### config.mk
export PLATFORM = sky130hd
export DESIGN_NAME = lcgk_detect
export DESIGN_NICKNAME = d
export VERILOG_FILES = /design/src/common/lcgk_pkg.sv /design/src/design/lcgk_detect.sv
export VERILOG_INCLUDE_DIRS = /design/src /design/src/common
export SDC_FILE = /design/constraint.sdc
export NUM_CORES = 2
export LEC_CHECK = 0
export ABC_AREA = 1
export BUFFER_PORTS_ARGS = -buffer_cell sky130_fd_sc_hd__buf_2
export CORE_MARGIN = 2
export CORE_UTILIZATION = 25
export DETAILED_ROUTE_END_ITERATION = 8
export GPL_TIMING_DRIVEN = 0
export MAX_ROUTING_LAYER = met4
export PLACE_DENSITY = 0.4
export SYNTH_ARGS = -nofsm -noshare
export SYNTH_HDL_FRONTEND = slang
export SYNTH_SLANG_ARGS = --single-unit
### constraint.sdc
create_clock -name aclk -period 30.9 [get_ports aclk]
set_clock_uncertainty 0.2 [all_clocks]
set_input_delay 1.545 -clock aclk [delete_from_list [all_inputs] [get_ports aclk]]
set_output_delay 1.545 -clock aclk [all_outputs]
set_load 0.005 [all_outputs]
### src/common/lcgk_map.svh
// Register offsets, field positions, reset values and timing counts.
`ifndef LCGK_MAP_SVH
`define LCGK_MAP_SVH

// Per-channel register word offsets; channel n sits at n * LCGK_CH_STRIDE.
`define LCGK_CH_STRIDE       12'h040
`define LCGK_OFS_LOOP_COEF   4'h0
`define LCGK_OFS_OFFHK_TH    4'h1
`define LCGK_OFS_ONHK_TH     4'h2
`define LCGK_OFS_LOOP_DBI    4'h3
`define LCGK_OFS_MASK_TIME   4'h4
`define LCGK_OFS_GK_COEF     4'h5
`define LCGK_OFS_GK_SET_TH   4'h6
`define LCGK_OFS_GK_REL_TH   4'h7
`define LCGK_OFS_GK_DBI      4'h8
`define LCGK_OFS_CM_TH       4'h9
`define LCGK_OFS_LINEFEED    4'ha
`define LCGK_OFS_HOOK_STAT   4'hb
`define LCGK_OFS_LOOP_CUR    4'hc
`define LCGK_OFS_LONG_CUR    4'hd
`define LCGK_OFS_IRQ_PEND    4'he
`define LCGK_OFS_IRQ_EN      4'hf
`define LCGK_NUM_CFG         10

// Status and interrupt bit positions.
`define LCGK_BIT_LOOP        0
`define LCGK_BIT_GKEY        1
`define LCGK_BIT_CM_HIGH     2

// Reset values.
`define LCGK_RST_COEF        16'h4000
`define LCGK_RST_TH          16'h0000
`define LCGK_RST_LF          3'h0

// Filter gain: 4000h is unity, coefficient bits 2:0 are ignored.
`define LCGK_COEF_UNITY      16'h4000
`define LCGK_COEF_SHIFT      14

// Threshold limits in sense LSBs of 3.097 uA: 61 mA loop, 16 mA ground key.
`define LCGK_LOOP_TH_MAX     16'h4cf0
`define LCGK_GK_TH_MAX       16'h142e

// Detector step of 1.25 ms at a 25 ns clock.
`define LCGK_STEP_NS         1250000
`define LCGK_CLK_NS          25
`define LCGK_STEP_CYCLES     (`LCGK_STEP_NS / `LCGK_CLK_NS)

`endif

### src/common/lcgk_pkg.sv
// Types shared by the loop-closure and ground-key detector.
package lcgk_pkg;

  typedef enum logic [2:0] {
    LF_FWD_ACTIVE = 3'h1,
    LF_TIP_OPEN   = 3'h3,
    LF_REV_ACTIVE = 3'h5,
    LF_RING_OPEN  = 3'h7
  } lcgk_lf_e;

  typedef struct packed {
    logic signed [15:0] iq1;
    logic signed [15:0] iq2;
    logic signed [15:0] iq5;
    logic signed [15:0] iq6;
    logic        [15:0] cm;
  } lcgk_sense_s;

  typedef struct packed {
    logic cm_high;
    logic gkey;
    logic offhook;
  } lcgk_stat_s;

endpackage

### src/design/lcgk_detect.sv
// Two-channel loop-closure and ground-key detector with AXI4-Lite registers.
// ****************************************************************
// Summary of operation
// ****************************************************************
// Summary of operation
// - Loop current is Q1-Q6+Q5-Q2, halved except in tip-open and ring-open.
// - Common-mode high in linefeed states 1 or 3 zeroes the Q1 term.
// - Common-mode high in linefeed states 5 or 7 zeroes the Q2 term.
// - Common-mode flag is set while sensed value exceeds its threshold.
// - Loop current passes a low-pass filter; 0h blocks, 4000h passes.
// - Off-hook threshold sets, separate on-hook threshold releases, hysteresis.
// - A loop threshold above 61 mA disables loop detection.
// - Loop comparator is debounced over a 16-bit interval of 1.25 ms steps.
// - A 16-bit mask interval hides transients after a ringing burst ends.
// - Debounced result drives the read-only off-hook status bit.
// - Loop closure event sets a pending bit gated by an enable bit.
// - Longitudinal current Q1-Q6-Q5+Q2 halved, only in tip- or ring-open.
// - Longitudinal current has its own low-pass filter, same coefficient rule.
// - Ground-key set threshold with a release threshold for hysteresis.
// - Ground-key comparator has its own debounce, driving the status bit.
// - Off-hook rising moves tip-open to forward, ring-open to reverse active.
// - Shadow codes tip-open as 3 and forward-active as 1.
//
// The implementer's own choices: the AXI4-Lite interface to the registers and the register offsets.
`timescale 1ns/100ps
`include "lcgk_map.svh"

module lcgk_detect #(
  parameter int NCH        = 2,
  parameter int STEP_CYCLS = `LCGK_STEP_CYCLES
) (
  input  wire logic                   aclk,       // 40 MHz clock
  input  wire logic                   aresetn,    // Synchronous reset
  input  wire logic [11:0]            awaddr,     // Write address
  input  wire logic                   awvalid,    // Write address valid
  output logic                        awready,    // Write address ready
  input  wire logic [31:0]            wdata,      // Write data
  input  wire logic [3:0]             wstrb,      // Write byte enables
  input  wire logic                   wvalid,     // Write data valid
  output logic                        wready,     // Write data ready
  output logic [1:0]                  bresp,      // Write response
  output logic                        bvalid,     // Write response valid
  input  wire logic                   bready,     // Write response ready
  input  wire logic [11:0]            araddr,     // Read address
  input  wire logic                   arvalid,    // Read address valid
  output logic                        arready,    // Read address ready
  output logic [31:0]                 rdata,      // Read data
  output logic [1:0]                  rresp,      // Read response
  output logic                        rvalid,     // Read data valid
  input  wire logic                   rready,     // Read data ready
  input  wire lcgk_pkg::lcgk_sense_s  sense [NCH], // Linefeed current sense
  input  wire logic [NCH-1:0]         ring_active, // Ringing burst, no offset
  output logic [NCH-1:0][2:0]         linefeed_state_shadow, // Linefeed state
  output lcgk_pkg::lcgk_stat_s        status [NCH], // Hook status per channel
  output logic                        irq          // Enabled pending events
);

  // ****************************************************************
  // Detector step timer
  // ****************************************************************
  // One shared tick paces both channels, so a new timer setting takes
  // effect with up to one tick of extra delay.
  logic [31:0] step_cnt_q;
  wire         step = (step_cnt_q == 32'(STEP_CYCLS - 1));

  always_ff @(posedge aclk) begin
    if (!aresetn || step) begin
      step_cnt_q <= 32'h0;
    end else begin
      step_cnt_q <= step_cnt_q + 32'h1;
    end
  end

  // ****************************************************************
  // AXI4-Lite slave
  // ****************************************************************
  logic        aw_have_q, w_have_q;
  logic [11:0] awaddr_q;
  logic [31:0] wdata_q;
  logic [3:0]  wstrb_q;
  logic [31:0] rdata_q;
  logic        rerr_q, berr_q;
  logic        bvalid_q, rvalid_q;
  logic [31:0] rd_word [NCH];
  logic [NCH-1:0] irq_ch;

  // Address and data may come in either order; both are held until the
  // response is taken, so at most one write and one read are ever open.
  assign awready = !aw_have_q && !bvalid_q;
  assign wready  = !w_have_q && !bvalid_q;
  assign arready = !rvalid_q;
  assign bvalid  = bvalid_q;
  assign rvalid  = rvalid_q;
  assign bresp   = berr_q ? 2'h2 : 2'h0;
  assign rresp   = rerr_q ? 2'h2 : 2'h0;
  assign rdata   = rdata_q;
  assign irq     = |irq_ch;

  wire         wr_go    = aw_have_q && w_have_q && !bvalid_q;
  wire         wr_hit   = (awaddr_q[11:7] == 5'h0);
  wire         rd_hit   = (araddr[11:7] == 5'h0);
  wire         rd_take  = arvalid && !rvalid_q;
  wire  [3:0]  wr_idx   = awaddr_q[5:2];
  wire  [3:0]  rd_idx   = araddr[5:2];
  wire         wr_ch    = awaddr_q[6];
  wire         rd_ch    = araddr[6];

  always_ff @(posedge aclk) begin
    if (!aresetn) begin
      aw_have_q <= 1'b0;
      w_have_q  <= 1'b0;
      awaddr_q  <= 12'h0;
      wdata_q   <= 32'h0;
      wstrb_q   <= 4'h0;
      bvalid_q  <= 1'b0;
      berr_q    <= 1'b0;
    end else begin
      if (awvalid && awready) begin
        aw_have_q <= 1'b1;
        awaddr_q  <= awaddr;
      end
      if (wvalid && wready) begin
        w_have_q <= 1'b1;
        wdata_q  <= wdata;
        wstrb_q  <= wstrb;
      end
      if (wr_go) begin
        aw_have_q <= 1'b0;
        w_have_q  <= 1'b0;
        bvalid_q  <= 1'b1;
        berr_q    <= !wr_hit;
      end else if (bvalid_q && bready) begin
        bvalid_q <= 1'b0;
      end
    end
  end

  always_ff @(posedge aclk) begin
    if (!aresetn) begin
      rvalid_q <= 1'b0;
      rdata_q  <= 32'h0;
      rerr_q   <= 1'b0;
    end else if (rd_take) begin
      rvalid_q <= 1'b1;
      rdata_q  <= rd_hit ? rd_word[rd_ch] : 32'h0;
      rerr_q   <= !rd_hit;
    end else if (rvalid_q && rready) begin
      rvalid_q <= 1'b0;
    end
  end

  // Byte-lane merge of the low half word, used by every 16-bit register.
  function automatic logic [15:0] merge16(input logic [15:0] old);
    merge16 = {wstrb_q[1] ? wdata_q[15:8] : old[15:8],
               wstrb_q[0] ? wdata_q[7:0]  : old[7:0]};
  endfunction

  // First-order low-pass step: y += (x - y) * coef / 4000h.
  // A coefficient above unity is clamped so that a step never overshoots.
  function automatic logic signed [15:0] lpf(
    input logic signed [15:0] y,
    input logic signed [15:0] x,
    input logic        [15:0] coef_raw
  );
    logic        [15:0] coef;
    logic signed [16:0] diff;
    logic signed [33:0] prod;
    coef = (coef_raw > `LCGK_COEF_UNITY) ? `LCGK_COEF_UNITY
                                         : {coef_raw[15:3], 3'h0};
    diff = 17'(x) - 17'(y);
    prod = diff * $signed({1'b0, coef});
    lpf  = 16'(y + 16'(prod >>> `LCGK_COEF_SHIFT));
  endfunction

  // ****************************************************************
  // Per-channel detection chains
  // ****************************************************************
  // Each channel keeps its own chain; only the tick and the bus are shared.
  for (genvar c = 0; c < NCH; c++) begin : g_ch
    logic [15:0] cfg_q [`LCGK_NUM_CFG];
    logic [2:0]  lf_q;
    logic [1:0]  pend_q, en_q;
    lcgk_pkg::lcgk_sense_s s_meta_q, s_q;
    logic        ring_meta_q, ring_q, ring_d1_q;
    logic signed [15:0] loop_f_q, long_f_q;
    logic        off_q, gk_q, off_d1_q, gk_d1_q;
    logic [16:0] ldb_q, gdb_q;
    logic [15:0] mask_q;

    // Sense values come from the analog side and are resynchronised.
    // A word caught while it changes may tear for one clock; a debounce
    // setting above one tick rides through such a sample.
    always_ff @(posedge aclk) begin
      if (!aresetn) begin
        s_meta_q    <= '0;
        s_q         <= '0;
        ring_meta_q <= 1'b0;
        ring_q      <= 1'b0;
        ring_d1_q   <= 1'b0;
      end else begin
        s_meta_q    <= sense[c];
        s_q         <= s_meta_q;
        ring_meta_q <= ring_active[c];
        ring_q      <= ring_meta_q;
        ring_d1_q   <= ring_q;
      end
    end

    // The flag is registered so that the status output comes from a
    // flip-flop; the loop conditioning sees it one clock later, which is
    // far inside one detector tick.
    logic cm_high_q;

    always_ff @(posedge aclk) begin
      if (!aresetn) begin
        cm_high_q <= 1'b0;
      end else begin
        cm_high_q <= (s_q.cm > cfg_q[`LCGK_OFS_CM_TH]);
      end
    end

    wire st_open  = (lf_q == lcgk_pkg::LF_TIP_OPEN) ||
                    (lf_q == lcgk_pkg::LF_RING_OPEN);
    wire zero_q1  = cm_high_q && ((lf_q == lcgk_pkg::LF_FWD_ACTIVE) ||
                                  (lf_q == lcgk_pkg::LF_TIP_OPEN));
    wire zero_q2  = cm_high_q && ((lf_q == lcgk_pkg::LF_REV_ACTIVE) ||
                                  (lf_q == lcgk_pkg::LF_RING_OPEN));
    wire signed [17:0] t_q1 = zero_q1 ? 18'sh0 : 18'(s_q.iq1);
    wire signed [17:0] t_q2 = zero_q2 ? 18'sh0 : 18'(s_q.iq2);
    wire signed [17:0] t_q5 = 18'(s_q.iq5);
    wire signed [17:0] t_q6 = 18'(s_q.iq6);
    wire signed [17:0] loop_sum = t_q1 - t_q6 + t_q5 - t_q2;
    wire signed [17:0] loop_raw = st_open ? loop_sum
                                          : (loop_sum >>> 1);
    wire signed [17:0] long_sum = 18'(s_q.iq1) - t_q6 - t_q5
                                  + 18'(s_q.iq2);
    wire signed [17:0] long_raw = st_open ? (long_sum >>> 1)
                                          : 18'sh0;

    // Saturate to the 16-bit sense range before filtering. Both sums can
    // reach 18 bits, and a wrap would flip the sign and fake a detection.
    wire signed [15:0] loop_in =
      (loop_raw > 18'sh07fff) ? 16'sh7fff :
      (loop_raw < -18'sh08000) ? -16'sh8000 : 16'(loop_raw);
    wire signed [15:0] long_in =
      (long_raw > 18'sh07fff) ? 16'sh7fff :
      (long_raw < -18'sh08000) ? -16'sh8000 : 16'(long_raw);

    // Compare magnitudes so that reverse polarity detects alike.
    wire [15:0] loop_mag = loop_f_q[15] ? 16'(-loop_f_q) : loop_f_q;
    wire [15:0] long_mag = long_f_q[15] ? 16'(-long_f_q) : long_f_q;

    wire loop_en = (cfg_q[`LCGK_OFS_OFFHK_TH] <= `LCGK_LOOP_TH_MAX) &&
                   (cfg_q[`LCGK_OFS_ONHK_TH] <= `LCGK_LOOP_TH_MAX);
    wire gk_en   = (cfg_q[`LCGK_OFS_GK_SET_TH] <= `LCGK_GK_TH_MAX) &&
                   (cfg_q[`LCGK_OFS_GK_REL_TH] <= `LCGK_GK_TH_MAX);
    wire loop_cmp = off_q ? (loop_mag >= cfg_q[`LCGK_OFS_ONHK_TH])
                          : (loop_mag > cfg_q[`LCGK_OFS_OFFHK_TH]);
    wire gk_cmp   = gk_q ? (long_mag >= cfg_q[`LCGK_OFS_GK_REL_TH])
                         : (long_mag > cfg_q[`LCGK_OFS_GK_SET_TH]);
    wire masked   = (mask_q != 16'h0);
    wire loop_in_st = loop_en && loop_cmp && !masked;
    wire gk_in_st   = gk_en && gk_cmp;
    wire [16:0] ldb_n = ldb_q + 17'h1;
    wire [16:0] gdb_n = gdb_q + 17'h1;

    // Mask hides the loop chain after a burst ends; the debounce count
    // restarts meanwhile so a ringing tail cannot build toward closure.
    always_ff @(posedge aclk) begin
      if (!aresetn) begin
        mask_q <= 16'h0;
      end else if (!ring_q && ring_d1_q) begin
        mask_q <= cfg_q[`LCGK_OFS_MASK_TIME];
      end else if (step && masked) begin
        mask_q <= mask_q - 16'h1;
      end
    end

    // A debounce setting of 0 acts like 1: a flag follows on the first
    // tick that disagrees with it, never sooner.
    always_ff @(posedge aclk) begin
      if (!aresetn) begin
        loop_f_q <= 16'sh0;
        long_f_q <= 16'sh0;
        off_q    <= 1'b0;
        gk_q     <= 1'b0;
        ldb_q    <= 17'h0;
        gdb_q    <= 17'h0;
      end else if (step) begin
        loop_f_q <= lpf(loop_f_q, loop_in,
                        cfg_q[`LCGK_OFS_LOOP_COEF]);
        long_f_q <= lpf(long_f_q, long_in,
                        cfg_q[`LCGK_OFS_GK_COEF]);
        if (loop_in_st == off_q || masked) begin
          ldb_q <= 17'h0;
        end else if (ldb_n >= 17'(cfg_q[`LCGK_OFS_LOOP_DBI])) begin
          off_q <= loop_in_st;
          ldb_q <= 17'h0;
        end else begin
          ldb_q <= ldb_n;
        end
        if (gk_in_st == gk_q) begin
          gdb_q <= 17'h0;
        end else if (gdb_n >= 17'(cfg_q[`LCGK_OFS_GK_DBI])) begin
          gk_q  <= gk_in_st;
          gdb_q <= 17'h0;
        end else begin
          gdb_q <= gdb_n;
        end
      end
    end

    // ****************************************************************
    // Per-channel registers and events
    // ****************************************************************
    // Register writes, linefeed auto transition and sticky events.
    wire wr_me   = wr_go && wr_hit && (wr_ch == 1'(c));
    wire off_up  = off_q && !off_d1_q;
    wire [1:0] ev = {gk_q != gk_d1_q, off_q != off_d1_q};

    always_ff @(posedge aclk) begin
      if (!aresetn) begin
        for (int i = 0; i < `LCGK_NUM_CFG; i++) begin
          cfg_q[i] <= (i == `LCGK_OFS_LOOP_COEF || i == `LCGK_OFS_GK_COEF)
                      ? `LCGK_RST_COEF : `LCGK_RST_TH;
        end
        lf_q     <= `LCGK_RST_LF;
        pend_q   <= 2'h0;
        en_q     <= 2'h0;
        off_d1_q <= 1'b0;
        gk_d1_q  <= 1'b0;
      end else begin
        off_d1_q <= off_q;
        gk_d1_q  <= gk_q;
        if (wr_me && wr_idx < 4'(`LCGK_NUM_CFG)) begin
          cfg_q[wr_idx] <= merge16(cfg_q[wr_idx]);
        end
        if (wr_me && wr_idx == `LCGK_OFS_IRQ_EN && wstrb_q[0]) begin
          en_q <= wdata_q[1:0];
        end
        // Set wins over a write-one clear in the same cycle.
        pend_q <= (wr_me && wr_idx == `LCGK_OFS_IRQ_PEND && wstrb_q[0])
                  ? ((pend_q & ~wdata_q[1:0]) | ev) : (pend_q | ev);
        // Only off-hook drives the automatic move, never the ground key.
        if (off_up && lf_q == lcgk_pkg::LF_TIP_OPEN) begin
          lf_q <= lcgk_pkg::LF_FWD_ACTIVE;
        end else if (off_up && lf_q == lcgk_pkg::LF_RING_OPEN) begin
          lf_q <= lcgk_pkg::LF_REV_ACTIVE;
        end else if (wr_me && wr_idx == `LCGK_OFS_LINEFEED && wstrb_q[0]) begin
          lf_q <= wdata_q[2:0];
        end
      end
    end

    assign irq_ch[c] = |(pend_q & en_q);
    assign linefeed_state_shadow[c] = lf_q;
    assign status[c] = '{cm_high: cm_high_q, gkey: gk_q,
                         offhook: off_q};

    // ****************************************************************
    // Per-channel read-back
    // ****************************************************************
    // Status and currents are read live, so two reads of one word may
    // differ by a detector tick.
    wire [15:0] stat16 = {13'h0, cm_high_q, gk_q, off_q};
    wire [15:0] rd16 =
      (rd_idx < 4'(`LCGK_NUM_CFG))   ? cfg_q[rd_idx] :
      (rd_idx == `LCGK_OFS_LINEFEED) ? {13'h0, lf_q} :
      (rd_idx == `LCGK_OFS_HOOK_STAT) ? stat16 :
      (rd_idx == `LCGK_OFS_LOOP_CUR) ? loop_f_q :
      (rd_idx == `LCGK_OFS_LONG_CUR) ? long_f_q :
      (rd_idx == `LCGK_OFS_IRQ_PEND) ? {14'h0, pend_q} : {14'h0, en_q};
    assign rd_word[c] = {16'h0, rd16};
  end

endmodule

==> run summary <==
outcome: finished, final reports clean
placed cells: 16,100
Top FF cell, synth: dfxtp_1
I/O Buffers: 240
Compound-Gate Fraction of Synth Area: 9.69%
Tcrit/Tclk final: 51.6%
# resized after CTS: 0
htree depth: 3
Hold Slack: 0.207 ns
register area share after synthesis: 24.5%
Arr. time, crit path: 16.36 ns
vias in the first global route: 74,100
Worst path max stage delay: 0.83 ns
Comb power frac: 67.8%
area delta synth->final: 12.8%
total congestion overflow: 0
Clock Power Share: 16.5%
Placement Cell Area: 95,100 um2
cts hold-fix bufs: 0
instance count of the mapped netlist: 11,200
core area: 349,000 um2
fin cells: 16,300
post-synth top area share: 20.2%
critical path fanouts, max: 10
RSZ-0062 raised after global routing: no
Synth cell types: 63
Syn Area/Cell: 7.86 um2
area leader, netlist: fa_1
DP Wirelength: 290,000 um
Reg power frac: 15.6%
Finished Cell Area: 99,000 um2
synthesized flop and latch total: 916
Max Freq: 62.8 MHz
slowest CP cell: dfxtp_1
routability congestion estimate: 0.982
DP Worst Slack: 15.18 ns
via count: 74,300
Pleak: 47.9 nW
share of synthesized flip-flops with an asynchronous set or reset: 0%
# Post-CTS Setup Buffers: 0
Worst Hold Class: register to register
total chip power: 8.40 mW
top-count cell post-synth: inv_1
internal power: 3.96 mW
Tmin final: 15.93 ns
Finished Core Util: 28.3%
Setup violations, final: 0
Switching Share: 52.9%
Initial Utilization: 25.1%
Post-Syn Area: 87,800 um2
P_sw: 4.45 mW
DRC viols: 0
first-pass GRT wire length: 506,000 um
CTS tree: built
final wirelength: 346,000 um
CTS clock-pin slew for the worst setup and hold paths: 0.06 ns
layout cells sized above 1: 5.20%
Layout Nets: 13,500
IR Drop Worst-Case VDD: 0.146 mV
most used cell, CP: inv_1
startpoint types: register
Root Driver: clkbuf_16
CTS buffer count: 110
synth top area cells: fa_1 20%, dfxtp_1 14%, ha_1 12%, edfxtp_1 11%, inv_1 10%
clk_lat worst skew: 0.77 ns
largest family of logic cells by synthesized area: adder cells
Iter 0 DRT Violations: 6,157
Die W: 597 um
area share of fa/ha/maj cells after synthesis: 32.1%
worst-margin pin slew: 1.49 ns
Max Slew Vio Count: 0
number of synthesized flops with an enable pin: 320
CP top delay family: adder cells
Die Area: 356,000 um2
Synth Area in XOR/XNOR: 3.03%
required time worst endpoint: 31.33 ns
CTS Sinks: 916
simple-gate share of the synthesized area: 18.8%
DR pass1 iterations: 6
YS warnings: 0
CTS max path bufs: 3
Fin. Hold Viols: 0
synth cell count leaders: 2,388 x inv_1, 2,134 x nand2_1, 1,198 x nor2_1, 888 x fa_1, 833 x ha_1
PnR worst setup slack: 14.97 ns
WL/cell: 21.2 um
largest net degree at the start of global routing: 17
relative slew slack: 0.608%
CP bufs+invs: 13
CP Class: register to register
Pwr per Cell Area: 84.9 nW/um2
Die Height: 597 um
initial antenna violation count: 23
ANT nets after route: 0
final setup TNS: 0 ns
GR Util All Layers: 19.8%
FP Rows: 217
DR vias/cell: 4.56
num ports: 283
Worst Setup End Kind: register
mux share of post-synthesis cell area: 0.0114%
# Max-Cap Violations: 0
## layout by cell type, fill, tap and decap left out, types with 65 or more instances in the layout
master     Yosys  final
nand4_1       86     86
xnor2_1       79     79
nand3_1      311    311
clkbuf_1     222    237
fa_1         888    888
clkbuf_16      0    115
conb_1         1     74
nor3_1       123    123
buf_2         17    258
nor2_1      1198   1196
dfxtp_1      596    596
inv_1       2388   2388
edfxtp_1     320    320
a21oi_1      617    617
ha_1         833    833
xor2_1       225    225
nand2_1     2134   2134
o21ai_0      459    459
o22ai_1       65     65
## cell families (layout without fill, tap and decap cells)
group | after synthesis | count (layout)
AND/OR/NAND/NOR | 4023 | 4023
buffers and inverters | 2713 | 3168
adder cells (fa/ha/maj) | 1721 | 1721
AO/OA/AOI/OAI | 1486 | 1486
flip-flops | 916 | 916
XOR/XNOR | 304 | 304
other | 1 | 87
multiplexers | 1 | 1
## sequential cells by signal, indices dropped and copies added, names as in the netlist, 32 cells and up
name           count
g_ch.cfg_q       320
g_ch.s_meta_q    160
g_ch.s_q         160
g_ch.gdb_q        34
g_ch.ldb_q        34
g_ch.long_f_q     32
g_ch.loop_f_q     32
g_ch.mask_q       32
step_cnt_q        32
## per-layer routing
layer | GRT usage, % | vias up | share of wire (%) | wire length (um)
met5 | - | - | 0 | 0
met4 | 4.56 | 0 | 2.6 | 9110
met3 | 2.25 | 359 | 6.0 | 20800
met2 | 30.2 | 2166 | 44 | 151000
met1 | 28.0 | 36000 | 48 | 165000
li1 | - | 35800 | - | -
## layout make-up
type                            count  area [um2]
Clock inverter                     56         662
Fill cell                       38400      250000
Timing Repair Buffer              245        1290
Tap cell                         4599        5750
Clock buffer                      154        3190
Inverter                         2439        9160
Sequential cell                   916       21500
Antenna cell                       13        32.5
Multi-Input combinational cell   7609       56200
Buffer                            274        1180
## power groups by stage
stage	clock (mW)	sequential [mW]	combinational [mW]
floorplan	0	1.32	3.90
global placement	0	1.34	5.72
detailed placement	0	1.34	5.70
CTS	1.42	1.31	5.74
global route	1.47	1.32	6.48
finish	1.39	1.31	5.70
## worst min-delay path: stages, from the launching register on
cell and delay [ns]:
dfxtp_1 0.30, nand2_1 0.04, inv_1 0.04
## path summary, 6_finish.rpt
kind | start | endpoint | slack, ns | depth (start not counted)
max | g_ch[1].lf_q[0] | g_ch[1].loop_f_q[13] | 14.97 | 59
min | g_ch[1].s_meta_q[47] | g_ch[1].s_q[47] | 0.21 | 2
max reg2reg | g_ch[1].lf_q[0] | g_ch[1].loop_f_q[13] | 14.97 | 59
min reg2reg | g_ch[1].s_meta_q[47] | g_ch[1].s_q[47] | 0.21 | 2
(Power assumes the default switching activity.)
